File: config.mk
export PLATFORM = sky130hd
export DESIGN_NAME = two_wire_control_register_map
export DESIGN_NICKNAME = d
export VERILOG_FILES = /design/src/pkg/two_wire_pkg.sv /design/src/verilog/two_wire_control_register_map.sv /design/src/verilog/register_map.sv
export SDC_FILE = /design/constraint.sdc
export NUM_CORES = 1
export LEC_CHECK = 0
export ABC_AREA = 0
export BUFFER_PORTS_ARGS = -buffer_cell sky130_fd_sc_hd__buf_2
export CORE_MARGIN = 10
export CORE_UTILIZATION = 64
export DETAILED_ROUTE_END_ITERATION = 8
export PLACE_DENSITY = 0.89
export SYNTH_ARGS = -nofsm -noshare
export SYNTH_HDL_FRONTEND = slang
export SYNTH_SLANG_ARGS = --single-unit
File: constraint.sdc
create_clock -name clk_i -period 6 [get_ports clk_i]
set_input_delay 0.3 -clock clk_i [delete_from_list [all_inputs] [get_ports clk_i]]
set_output_delay 0.3 -clock clk_i [all_outputs]
set_load 0.01 [all_outputs]
File: src/pkg/two_wire_pkg.sv
// constants and types of the two-wire control register map
package two_wire_pkg;
	localparam logic [6:0] DEVICE_ADDR = 7'h08;
	localparam logic [3:0] REG_CONTROL = 4'h0;
	localparam logic [3:0] REG_SWING = 4'h1;
	localparam logic [3:0] REG_PREEMPH = 4'h2;
	localparam logic [3:0] REG_EQ = 4'h3;
	localparam logic [3:0] REG_XPOINT = 4'h4;
	localparam logic [3:0] REG_XPOINT_AUX = 4'h5;
	localparam logic [3:0] REG_LIMITER = 4'h6;
	localparam logic [3:0] REG_BIAS_TRIM = 4'h7;
	localparam logic [3:0] REG_MONITOR_SETUP = 4'hD;
	localparam logic [3:0] REG_RESULT_HIGH = 4'hE;
	localparam logic [3:0] REG_RESULT_LOW = 4'hF;
	// writable bit masks, unused bits stay zero
	localparam logic [7:0] MASK_FULL = 8'hFF;
	localparam logic [7:0] MASK_PREEMPH = 8'h0F;
	localparam logic [7:0] MASK_XPOINT_AUX = 8'hEB;
	localparam logic [7:0] MASK_BIAS_TRIM = 8'hCF;
	localparam logic [7:0] MASK_MONITOR = 8'hC1;
	localparam logic [7:0] RESET_VALUE = 8'h00;
	localparam logic [2:0] BIT_LAST = 3'h7;
	typedef struct packed {
		logic chip_on;
		logic weak_pullup_select;
		logic preemph_on;
		logic preemph_high_range;
		logic crosspoint_adjust_on;
		logic output_invert;
		logic eq_on;
		logic swing_source_select;
	} control_type;
	typedef struct packed {
		control_type control;
		logic [7:0] swing_code;
		logic [3:0] preemph_level;
		logic [7:0] boost_code;
		logic crosspoint_sign;
		logic [6:0] crosspoint_magnitude;
		logic offset_range;
		logic [1:0] offset_shift;
		logic follower_range;
		logic [1:0] crosspoint_boost;
		logic limiter_bias_sign;
		logic [2:0] limiter_bias_level;
		logic follower_sign;
		logic [2:0] follower_level;
		logic bias_trim_up;
		logic bias_trim_down;
		logic bias_trim_sign;
		logic [2:0] bias_trim_follower;
		logic monitor_off;
		logic monitor_osc_off;
		logic monitor_select;
	} settings_type;
	typedef struct packed {
		logic valid;
		logic [3:0] addr;
		logic [7:0] data;
	} write_type;
endpackage : two_wire_pkg

File: src/verilog/two_wire_control_register_map.sv
// two-wire serial slave in front of the control register map
module two_wire_control_register_map
	import two_wire_pkg::*;
(
	input wire logic clk_i,
	input wire logic arst_n_i,
	input wire logic scl_i,
	input wire logic sda_i,
	output logic sda_o,
	output logic sda_oe_n_o,
	input wire logic [9:0] monitor_result_i,
	output two_wire_pkg::settings_type settings_o
);
	import two_wire_pkg::*;

	// phases of one transfer, from start to stop
	// ADDR, REGADDR, WDATA shift bits in on rising edges
	// ACK pulls the line for one clock, RDATA shifts bits out
	// RACK hears the master's answer, DONE waits for stop
	typedef enum logic [2:0] {IDLE, ADDR, ACK, REGADDR, WDATA, RDATA, RACK, DONE} phase_type;

	// whole state of the serial engine in one record
	typedef struct packed {
		logic [1:0] scl_sync;
		logic [1:0] sda_sync;
		logic scl_prev;
		logic sda_prev;
		phase_type phase;
		phase_type after_ack;
		logic [2:0] bit_count;
		logic byte_full;
		logic [7:0] shift;
		logic [3:0] reg_ptr;
		logic ptr_valid;
		logic drive_low;
		write_type wr;
	} state_type;

	// both lines seen high at reset, so no false edge follows
	localparam state_type STATE_RESET = '{
		scl_sync: 2'h3,
		sda_sync: 2'h3,
		scl_prev: 1'b1,
		sda_prev: 1'b1,
		phase: IDLE,
		after_ack: IDLE,
		bit_count: 3'h0,
		byte_full: 1'b0,
		shift: 8'h00,
		reg_ptr: 4'h0,
		ptr_valid: 1'b0,
		drive_low: 1'b0,
		wr: '{
			valid: 1'b0,
			addr: 4'h0,
			data: 8'h00
		}
	};

	// engine state and read path
	state_type state_reg;
	state_type state_next;
	logic [7:0] rd_data;
	logic [7:0] load_byte;

	// line levels and bus conditions
	logic scl;
	logic sda;
	logic scl_rise;
	logic scl_fall;
	logic start_seen;
	logic stop_seen;

	// next value of the bit counter inside a byte
	// wraps after the eighth bit, the flag marks the byte
	function automatic logic [2:0] count_up(input logic [2:0] c);
		count_up = c + 3'h1;
	endfunction : count_up

	// high when this rising edge carries the eighth bit
	// a plain zero count cannot tell a start from a full byte
	function automatic logic at_last(input logic [2:0] c);
		at_last = (c == BIT_LAST);
	endfunction : at_last

	// address byte names this device
	// direction bit is not part of the match
	function automatic logic addr_match(input logic [7:0] b);
		addr_match = (b[7:1] == DEVICE_ADDR);
	endfunction : addr_match

	// register address inside the sixteen-byte map
	// a wider address would alias into the map otherwise
	function automatic logic ptr_in_map(input logic [7:0] b);
		ptr_in_map = (b[7:4] == 4'h0);
	endfunction : ptr_in_map

	// byte to send for a read
	// outside the map the master reads zero
	function automatic logic [7:0] read_byte(input logic valid, input logic [7:0] d);
		read_byte = valid ? d : 8'h00;
	endfunction : read_byte

	// count one bit on a rising clock edge
	// the same count serves bytes in and bytes out
	function automatic state_type count_bit(input state_type s);
		state_type n;
		n = s;
		n.bit_count = count_up(s.bit_count);
		n.byte_full = at_last(s.bit_count);
		return n;
	endfunction : count_bit

	// sample one received bit, msb first
	// data is only read while the clock is high
	function automatic state_type take_bit(input state_type s, input logic d);
		state_type n;
		n = count_bit(s);
		n.shift = {s.shift[6:0], d};
		return n;
	endfunction : take_bit

	// received byte complete: decide on acknowledge and what follows
	function automatic state_type end_of_byte(input state_type s);
		state_type n;
		n = s;
		n.byte_full = 1'b0;
		n.phase = ACK;
		n.drive_low = 1'b1;
		unique case (s.phase)
			ADDR:
			begin
				if (!addr_match(s.shift))
				begin
					// foreign address: leave the line high, wait for stop
					n.phase = DONE;
					n.drive_low = 1'b0;
				end
				else if (s.shift[0])
				begin
					n.after_ack = RDATA;
				end
				else
				begin
					n.after_ack = REGADDR;
				end
			end
			REGADDR:
			begin
				n.reg_ptr = s.shift[3:0];
				n.ptr_valid = ptr_in_map(s.shift);
				n.after_ack = WDATA;
			end
			WDATA:
			begin
				// writes outside the map are dropped
				n.wr.valid = s.ptr_valid;
				n.wr.addr = s.reg_ptr;
				n.wr.data = s.shift;
				n.after_ack = DONE;
			end
			default:
			begin
				n.phase = DONE;
				n.drive_low = 1'b0;
			end
		endcase
		return n;
	endfunction : end_of_byte

	// acknowledge clock over: release, and load the byte for a read
	function automatic state_type end_of_ack(input state_type s, input logic [7:0] b);
		state_type n;
		n = s;
		n.phase = s.after_ack;
		n.bit_count = 3'h0;
		n.byte_full = 1'b0;
		n.drive_low = 1'b0;
		if (s.after_ack == RDATA)
		begin
			// first data bit goes out in the same low phase
			n.shift = b;
			n.drive_low = !b[7];
		end
		return n;
	endfunction : end_of_ack

	// next low phase of a read byte
	function automatic state_type send_step(input state_type s);
		state_type n;
		n = s;
		if (s.byte_full)
		begin
			// byte out: let the master answer on a free line
			n.byte_full = 1'b0;
			n.drive_low = 1'b0;
			n.phase = RACK;
		end
		else
		begin
			n.shift = {s.shift[6:0], 1'b0};
			n.drive_low = !s.shift[6];
		end
		return n;
	endfunction : send_step

	// byte registers and their field view
	register_map regs_u (
		.clk_i(clk_i),
		.arst_n_i(arst_n_i),
		.wr_i(state_reg.wr),
		.rd_addr_i(state_reg.reg_ptr),
		.monitor_result_i(monitor_result_i),
		.rd_data_o(rd_data),
		.settings_o(settings_o)
	);

	// synchronised line levels; only the second flop is read
	assign scl = state_reg.scl_sync[1];
	assign sda = state_reg.sda_sync[1];

	// clock edges against the last cycle
	assign scl_rise = scl && !state_reg.scl_prev;
	assign scl_fall = !scl && state_reg.scl_prev;

	// data moving while the clock stays high
	assign start_seen = scl && state_reg.scl_prev && state_reg.sda_prev && !sda;
	assign stop_seen = scl && state_reg.scl_prev && !state_reg.sda_prev && sda;

	// byte a read returns at the current pointer
	assign load_byte = read_byte(state_reg.ptr_valid, rd_data);

	// protocol engine
	// the line only moves while the clock is low, so a
	// start or stop is never made by the device itself
	always_comb
	begin
		state_next = state_reg;
		state_next.scl_sync = {state_reg.scl_sync[0], scl_i};
		state_next.sda_sync = {state_reg.sda_sync[0], sda_i};
		state_next.scl_prev = scl;
		state_next.sda_prev = sda;
		state_next.wr.valid = 1'b0;
		if (stop_seen)
		begin
			// a stop ends the transfer in every phase
			state_next.phase = IDLE;
			state_next.drive_low = 1'b0;
		end
		else if (start_seen)
		begin
			// also a repeated start; register pointer is kept
			state_next.phase = ADDR;
			state_next.bit_count = 3'h0;
			state_next.byte_full = 1'b0;
			state_next.drive_low = 1'b0;
		end
		else
		begin
			unique case (state_reg.phase)
				IDLE, DONE:
				begin
					state_next.drive_low = 1'b0;
				end
				ADDR, REGADDR, WDATA:
				begin
					// bits in on rising edges, verdict after the eighth
					if (scl_rise)
					begin
						state_next = take_bit(state_next, sda);
					end
					else if (scl_fall && state_reg.byte_full)
					begin
						state_next = end_of_byte(state_next);
					end
				end
				ACK:
				begin
					// hold the pull until the clock falls again
					if (scl_fall)
					begin
						state_next = end_of_ack(state_next, load_byte);
					end
				end
				RDATA:
				begin
					// count on rising edges, move data on falling ones
					if (scl_rise)
					begin
						state_next = count_bit(state_next);
					end
					else if (scl_fall)
					begin
						state_next = send_step(state_next);
					end
				end
				RACK:
				begin
					// master's answer ends the single-byte read
					if (scl_rise)
					begin
						state_next.phase = DONE;
					end
				end
			endcase
		end
	end

	// state register, bus released at reset
	always_ff @(posedge clk_i or negedge arst_n_i)
	begin
		if (!arst_n_i)
			state_reg <= STATE_RESET;
		else
			state_reg <= state_next;
	end

	// data level is always low: the pin only pulls
	assign sda_o = 1'b0;
	// enable low while pulling, straight from a flop
	assign sda_oe_n_o = !state_reg.drive_low;
endmodule : two_wire_control_register_map

File: src/verilog/register_map.sv
// byte register file of the control map
module register_map
	import two_wire_pkg::*;
(
	input wire logic clk_i,
	input wire logic arst_n_i,
	input wire two_wire_pkg::write_type wr_i,
	input wire logic [3:0] rd_addr_i,
	input wire logic [9:0] monitor_result_i,
	output logic [7:0] rd_data_o,
	output two_wire_pkg::settings_type settings_o
);
	import two_wire_pkg::*;

	logic [7:0] regs_reg [0:15];
	logic [7:0] regs_next [0:15];

	// writable mask per address
	function automatic logic [7:0] write_mask(input logic [3:0] a);
		unique case (a)
			REG_CONTROL, REG_SWING, REG_EQ, REG_XPOINT, REG_LIMITER: write_mask = MASK_FULL;
			REG_PREEMPH: write_mask = MASK_PREEMPH;
			REG_XPOINT_AUX: write_mask = MASK_XPOINT_AUX;
			REG_BIAS_TRIM: write_mask = MASK_BIAS_TRIM;
			REG_MONITOR_SETUP: write_mask = MASK_MONITOR;
			default: write_mask = 8'h00;
		endcase
	endfunction : write_mask

	// store masked write data
	always_comb
	begin
		regs_next = regs_reg;
		if (wr_i.valid)
			regs_next[wr_i.addr] = wr_i.data & write_mask(wr_i.addr);
	end

	// clear on reset
	always_ff @(posedge clk_i or negedge arst_n_i)
	begin
		if (!arst_n_i)
		begin
			for (int i = 0; i < 16; i++)
				regs_reg[i] <= RESET_VALUE;
		end
		else
			regs_reg <= regs_next;
	end

	// read mux with result bytes
	always_comb
	begin
		unique case (rd_addr_i)
			REG_RESULT_HIGH: rd_data_o = monitor_result_i[9:2];
			REG_RESULT_LOW: rd_data_o = {6'h00, monitor_result_i[1:0]};
			default: rd_data_o = regs_reg[rd_addr_i];
		endcase
	end

	// field view of the control bytes
	assign settings_o.control = control_type'(regs_reg[REG_CONTROL]);
	assign settings_o.swing_code = regs_reg[REG_SWING];
	assign settings_o.preemph_level = regs_reg[REG_PREEMPH][3:0];
	assign settings_o.boost_code = regs_reg[REG_EQ];
	assign settings_o.crosspoint_sign = regs_reg[REG_XPOINT][7];
	assign settings_o.crosspoint_magnitude = regs_reg[REG_XPOINT][6:0];
	assign settings_o.offset_range = regs_reg[REG_XPOINT_AUX][7];
	assign settings_o.offset_shift = regs_reg[REG_XPOINT_AUX][6:5];
	assign settings_o.follower_range = regs_reg[REG_XPOINT_AUX][3];
	assign settings_o.crosspoint_boost = regs_reg[REG_XPOINT_AUX][1:0];
	assign settings_o.limiter_bias_sign = regs_reg[REG_LIMITER][7];
	assign settings_o.limiter_bias_level = regs_reg[REG_LIMITER][6:4];
	assign settings_o.follower_sign = regs_reg[REG_LIMITER][3];
	assign settings_o.follower_level = regs_reg[REG_LIMITER][2:0];
	assign settings_o.bias_trim_up = regs_reg[REG_BIAS_TRIM][7];
	assign settings_o.bias_trim_down = regs_reg[REG_BIAS_TRIM][6];
	assign settings_o.bias_trim_sign = regs_reg[REG_BIAS_TRIM][3];
	assign settings_o.bias_trim_follower = regs_reg[REG_BIAS_TRIM][2:0];
	assign settings_o.monitor_off = regs_reg[REG_MONITOR_SETUP][7];
	assign settings_o.monitor_osc_off = regs_reg[REG_MONITOR_SETUP][6];
	assign settings_o.monitor_select = regs_reg[REG_MONITOR_SETUP][0];
endmodule : register_map

==> results of run 1 <==
==> final cells by class <==
| class | instances | share of cell area [%] |
|---|---|---|
| Timing Repair Buffer | 78 | 4.97 |
| Multi-Input combinational cell | 427 | 38.7 |
| Sequential cell | 155 | 46.4 |
| Clock inverter | 11 | 1.73 |
| Inverter | 13 | 0.582 |
| Clock buffer | 21 | 5.38 |
| Tap cell | 147 | 2.20 |
==> per-layer routing <==
metal  part of all wire (%)  global-route usage (%)
met1                     39                    29.3
met2                     49                    38.4
met3                    8.5                    6.37
met4                    3.7                    10.9
met5                      0                       0
==> where the power goes <==
| part | switching (mW) | internal [mW] |
|---|---|---|
| registers | 0.0592 | 1.08 |
| logic | 0.0727 | 0.0495 |
| clock network | 0.429 | 0.663 |
==> cells by family after synthesis <==
kind of cell	synth area share, %
other	0.0480
AND/OR/NAND/NOR	14.8
flip-flops	49.7
XOR/XNOR	0.224
AO/OA/AOI/OAI	8.95
adder cells (fa/ha/maj)	0.800
buffers and inverters	8.79
multiplexers	16.7
==> worst register-to-register path: stages (launching register included) <==
cell and delay (ns):
dfrtp_1 0.94, nand2_1 0.36, a211oi_1 0.54, a2111oi_0 0.15, a221oi_1 0.33, a21oi_1 0.13
==> cell usage after synthesis (all sizes together) (4+ instances only) <==
cell type,count,share of area (%)
a211oi,5,0.48
a21oi,14,0.99
a22oi,4,0.38
a31oi,7,0.64
and2,16,1.3
and3,10,0.80
buf,79,7.6
clkbuf,11,0.53
dfrtp,149,48
dfstp,6,2.0
ha,5,0.80
inv,13,0.62
mux2,63,9.1
mux2i,30,3.8
mux4,13,3.7
nand2,47,2.3
nand2b,10,0.80
nand3,13,0.83
nand3b,6,0.62
nor2,26,1.4
nor2b,49,3.9
nor3,10,0.64
o21ai,37,2.4
o22ai,7,0.56
==> through the flow <==
step	util [%]	hold WS, ns
final	69.8	0.339
after floorplan	-	0.00441
after global placement	64.5	0.349
after detailed placement	64.5	0.347
after global routing	69.8	0.351
after CTS	69.8	0.321
==> cells in the final DEF, fill, tap and decap left out, drive strengths merged, types with 4 or more instances in the layout <==
cell    count
a22oi       4
nor3       10
clkbuf     21
a211oi      5
nand3b      6
ha          5
dfrtp     149
dfstp       6
and2       16
o21ai      37
buf        75
nor2b      49
inv        13
clkinv      5
mux4       13
mux2       63
nand3      13
a31oi       7
mux2i      30
o22ai       7
nor2       26
nand2b     10
and3       10
nand2      47
a21oi      14
==> repair_timing <==
action                                 4_1_cts  5_1_grt
resized for setup                            0        0
endpoints found under the hold margin       76        0
hold buffers                                 3        0
==> path summary, 6_finish.rpt <==
check | slack [ns] | depth (start not counted) | to
setup / recovery | 3.38 | 5 | state_reg[24]$_DFFE_PN0P_
hold / removal | 0.34 | 4 | state_reg[22]$_DFFE_PN0P_
setup reg to reg | 3.38 | 5 | state_reg[24]$_DFFE_PN0P_
hold reg to reg | 0.36 | 0 | sda$_DFF_PN1_
max in group asynchronous | 4.07 | 3 | regs_u.settings_o[2]$_DFFE_PN0P_
min in group asynchronous | 0.44 | 2 | regs_u.settings_o[26]$_DFFE_PN0P_
==> results.ini, run 1 <==
[floorplan]
ios=75
die-area_um2=17000
rows=40
coreArea_um2=12000
start_util_pct=65.1
die-height_um=131
die_x_um=131

[placed_design]
gp_congestion=0.916
placedCellCount=817
hpwl_mm=13.1
place_ws_ns=3.47
portBuffers=73
placed_area_um2=7750

[sta]
finalCritPeriodShare_pct=43.7
slew_headroom_pct=34.3
fin_crit_ns=2.62
slew_viol_final=0
fin_ws_ns=3.38
fmax_mhz=381
skew_ns=0.0128
finalSetupTns_ns=0
rsz0062_at_grt=no
worstMarginPinSlew_ns=0.986
setup_violations=0
hold_violations=0

[cells_and_area]
n_fill_cell=785
fin_area_um2=8380
final_nets=711
final_cells=852
drive_above_1_share_pct=26.0
seq_area_um2=3890
antenna_cells=0
area_growth_pct=7.15
largest_reg_flops=59
multiInputGateArea_um2=3250

[worst_setup_path]
critPathLaunch=state_reg[16]$_DFFE_PN0P_
worstSetupStartpointType=flop
path_buf_inv=0
slowest_stage=dfrtp_1
cp_max_fo=25
cp_data_required_time_ns=6.27
critical-path-max-stage-delay_ns=0.94
crit_path_end_kind=flop
worstPathCellList=nand2_1 -> a211oi_1 -> a2111oi_0 -> a221oi_1 -> a21oi_1
r2r_start=state_reg[16]$_DFFE_PN0P_
cp.arrival_ns=2.89
critPathKind=flop to flop
critical-path-top-delay-family=compound AO/OA/AOI/OAI gates

[global_route]
grt_max_degree=82
grt_pass1_vias=5592
grt_pass1_wl_mm=30.9
antenna_found_initial=0
grtUsageTotal_pct=23.7
grt.overflow.total=0

[route]
drt-total-wl_mm=19.1
viasPerCell=6.46
wl_per_cell_um=22.4
remaining_drc_errors=0
first_pass_iters=6
drt_iter0_drc=840
vias=5503
postRouteAntennaNets=0

[power_and_ir_drop]
fin_total_pwr_mw=2.35
ir_drop_mv=0.284
power.density_nw_per_um2=281
p_leak_nw=3.99

[logic_synthesis]
synth_nets=704
ys.flop_type=dfrtp_1
yosysSeqAreaShare_pct=49.7
syn-cell-area_um2=7820
synth_cell_type_count=69
synth-edff-count=0
ys_ff_latch=155
synth_area_per_cell_um2=11.4
synthArstFlopShare_pct=100
yosysWarningCount=0
syn_inst=685

[clock_tree]
cts_tree=yes
post_cts_buffers=0
clock_path_buffers=2
insertion_delay_ns=0.44
cts_sinks=155
h-tree-depth=4
path_clk_slew_ns=0.06
clockRootBuffer=clkbuf_16
cts_made_buffers=17

[hold_path]
min_from=monitor_result_i[5]
hp-class=input port to flop

[status]
outcome=complete, no violations

[run]
cap_violations=0

(Power assumes the default switching activity.)
==> inputs of run 2 (changes only) <==
- CORE_UTILIZATION: 64 -> 53
- PLACE_DENSITY: 0.89 -> 0.79
- clock period: 6 -> 2.3 ns (I/O delays scaled with it)
==> run 2 against run 1 <==
  * Design area is 3.0% higher
  * Cell count is 6.9% higher
  * Non-clock buffer count is 22 higher
  * Global-route usage is 4.3 points lower
  * Sequential power grew to 2.6 times the previous value
  * First-iteration DRC count is 46% lower
  * Clock power is 150% higher
  * Core utilization is 10 points lower
==> results.ini, run 2 (synthesized netlist as in run 1, its figures left out) <==
[route]
vias=5437  ; -1.2%
wl_per_cell_um=20.8  ; -7.3%
viasPerCell=5.97  ; -7.6%
drt_iter0_drc=454  ; -46%
postRouteAntennaNets=0  ; unchanged
remaining_drc_errors=0  ; unchanged
first_pass_iters=5  ; -1
drt-total-wl_mm=18.9  ; -0.93%

[clock_tree]
cts_sinks=155  ; unchanged
clockRootBuffer=clkbuf_16
path_clk_slew_ns=0.06  ; about the same
cts_made_buffers=17  ; unchanged
cts_tree=yes
post_cts_buffers=0  ; unchanged
h-tree-depth=4  ; unchanged
insertion_delay_ns=0.42  ; -0.02 ns
clock_path_buffers=2  ; unchanged

[cells_and_area]
area_growth_pct=10.4
drive_above_1_share_pct=28.2  ; +2.2 points
layout.core_utilization_pct=59.6  ; -10 points
final_cell_mix=dfrtp_1 (148), buf_2 (72), nor2b_1 (49)
largest_reg_flops=59  ; unchanged
final_nets=733  ; +3.1%
n_fill_cell=1147  ; +46%
antenna_cells=0  ; unchanged
final_common_cell=dfrtp_1
final_cells=911  ; +6.9%
fin_area_um2=8630  ; +3.0%

[hold_path]
hold_path_depth=4  ; unchanged
hp-class=input port to flop

[global_route]
grtUsageTotal_pct=19.4  ; -4.3 points
grt_use_met1_pct=23.8  ; -5.4 points
grt_max_degree=78  ; -4.9%
grt.overflow.total=0  ; unchanged
grt_pass1_vias=5655  ; +1.1%
grt_use_met3_pct=4.77  ; -1.6 points
grt_pass1_wl_mm=30.8  ; about the same
antenna_found_initial=0  ; unchanged
top_usage_layer=met2
grt.met2_usage_pct=31.4  ; -7.1 points

[sta]
worstMarginPinSlew_ns=0.753  ; -0.233 ns
slew_headroom_pct=49.7  ; +15 points
holdWs_ns=0.139  ; -0.200 ns
slew_viol_final=0  ; unchanged
fin_crit_ns=2.21  ; -0.414 ns
setup_violations=0  ; unchanged
rsz0062_at_grt=no
fmax_mhz=453  ; +19%
hold_violations=0  ; unchanged
finalCritPeriodShare_pct=96.0  ; +52 points
finalSetupTns_ns=0  ; unchanged
skew_ns=0.0109  ; -0.00187 ns

[placed_design]
hpwl_mm=14.0  ; +6.6%
placed_area_um2=8030  ; +3.5%
gp_congestion=0.925  ; +0.99%
placedCellCount=876  ; +7.2%
portBuffers=73  ; unchanged

[floorplan]
coreArea_um2=14500  ; +21%
rows=44  ; +10%
die_x_um=141  ; +8.4%
die-height_um=141  ; +8.4%
die-area_um2=20000  ; +17%
start_util_pct=54.0  ; -11 points
ios=75  ; unchanged

[worst_setup_path]
r2r_cells=5  ; unchanged
cp_max_fo=19  ; -24%
cp_data_required_time_ns=2.64  ; -3.63 ns
rrSetupSlack_ns=0.09  ; -3.29 ns
worstSetupStartpointType=flop
crit_path_end_kind=flop
critPathKind=flop to flop
cp.arrival_ns=2.55  ; -0.34 ns

[power_and_ir_drop]
power.density_nw_per_um2=692  ; +150%
ir_drop_mv=0.569  ; +100%
p_leak_nw=4.12  ; +3.2%

[status]
outcome=complete, no violations

[run]
cap_violations=0  ; unchanged

==> run 2: cell count changes in the layout (fill, tap and decap cells not counted), moves of 3 or more <==
cell and delta:
buf_12 +5, buf_4 +17, clkinv_2 -3, clkinvlp_4 -3
==> run 2: metal layers <==
metal | part of all wire [%] | up-vias
met2 | 48 | 224
li1 | - | 2424
met5 | 0 | -
met1 | 41 | 2731
met4 | 4.3 | 0
met3 | 6.0 | 58
==> run 2: report_power, final <==
part | leakage [nW] | internal, mW | switching [mW]
sequential | 2.12 | 2.81 | 0.142
combinational | 1.72 | 0.144 | 0.197
clock | 0.277 | 1.59 | 1.09
total | 4.12 | 4.54 | 1.43
==> run 2: area by class of cell <==
type	count	area (um^2)	area share, %
sequential	155	3890	45.0
multi-input combinational	427	3250	37.7
timing repair buffer	100	644	7.46
clock buffer	25	485	5.62
tap	184	230	2.67
clock inverter	7	82.6	0.957
inverter	13	48.8	0.565
==> run 2: timing repair <==
item | in CTS | in global routing
setup endpoints to repair | 0 | 5
endpoints found under the hold margin | 71 | 0
hold buffers | 3 | 0
gates resized for setup | 0 | 2
==> run 2: critical path, cell delays in order (launching register included) <==
cell       delay, ns
dfrtp_1         0.68
and2b_1         0.34
nand3_1         0.32
a2111oi_0       0.48
a221oi_1        0.14
a21oi_1         0.17
==> run 2: through the flow <==
stage	setup slack [ns]	power, mW
6_report	0.0920	5.97
5_1_grt	0.00405	6.18
4_1_cts	0.0909	6.01
3_5_place_dp	0.131	3.33
3_3_place_gp	0.135	3.31
2_1_floorplan	0.330	3.16
==> run 2: worst paths after layout <==
path / startpoint / to
hold reg to reg: state_reg[39]$_DFF_PN1_ / sda$_DFF_PN1_
setup / recovery: state_reg[35]$_DFFE_PN0P_ / state_reg[24]$_DFFE_PN0P_
hold / removal: monitor_result_i[5] / state_reg[22]$_DFFE_PN0P_
setup reg to reg: state_reg[35]$_DFFE_PN0P_ / state_reg[24]$_DFFE_PN0P_
max in group asynchronous: arst_n_i / state_reg[20]$_DFFE_PN0P_
min in group asynchronous: arst_n_i / regs_u.settings_o[49]$_DFFE_PN0P_
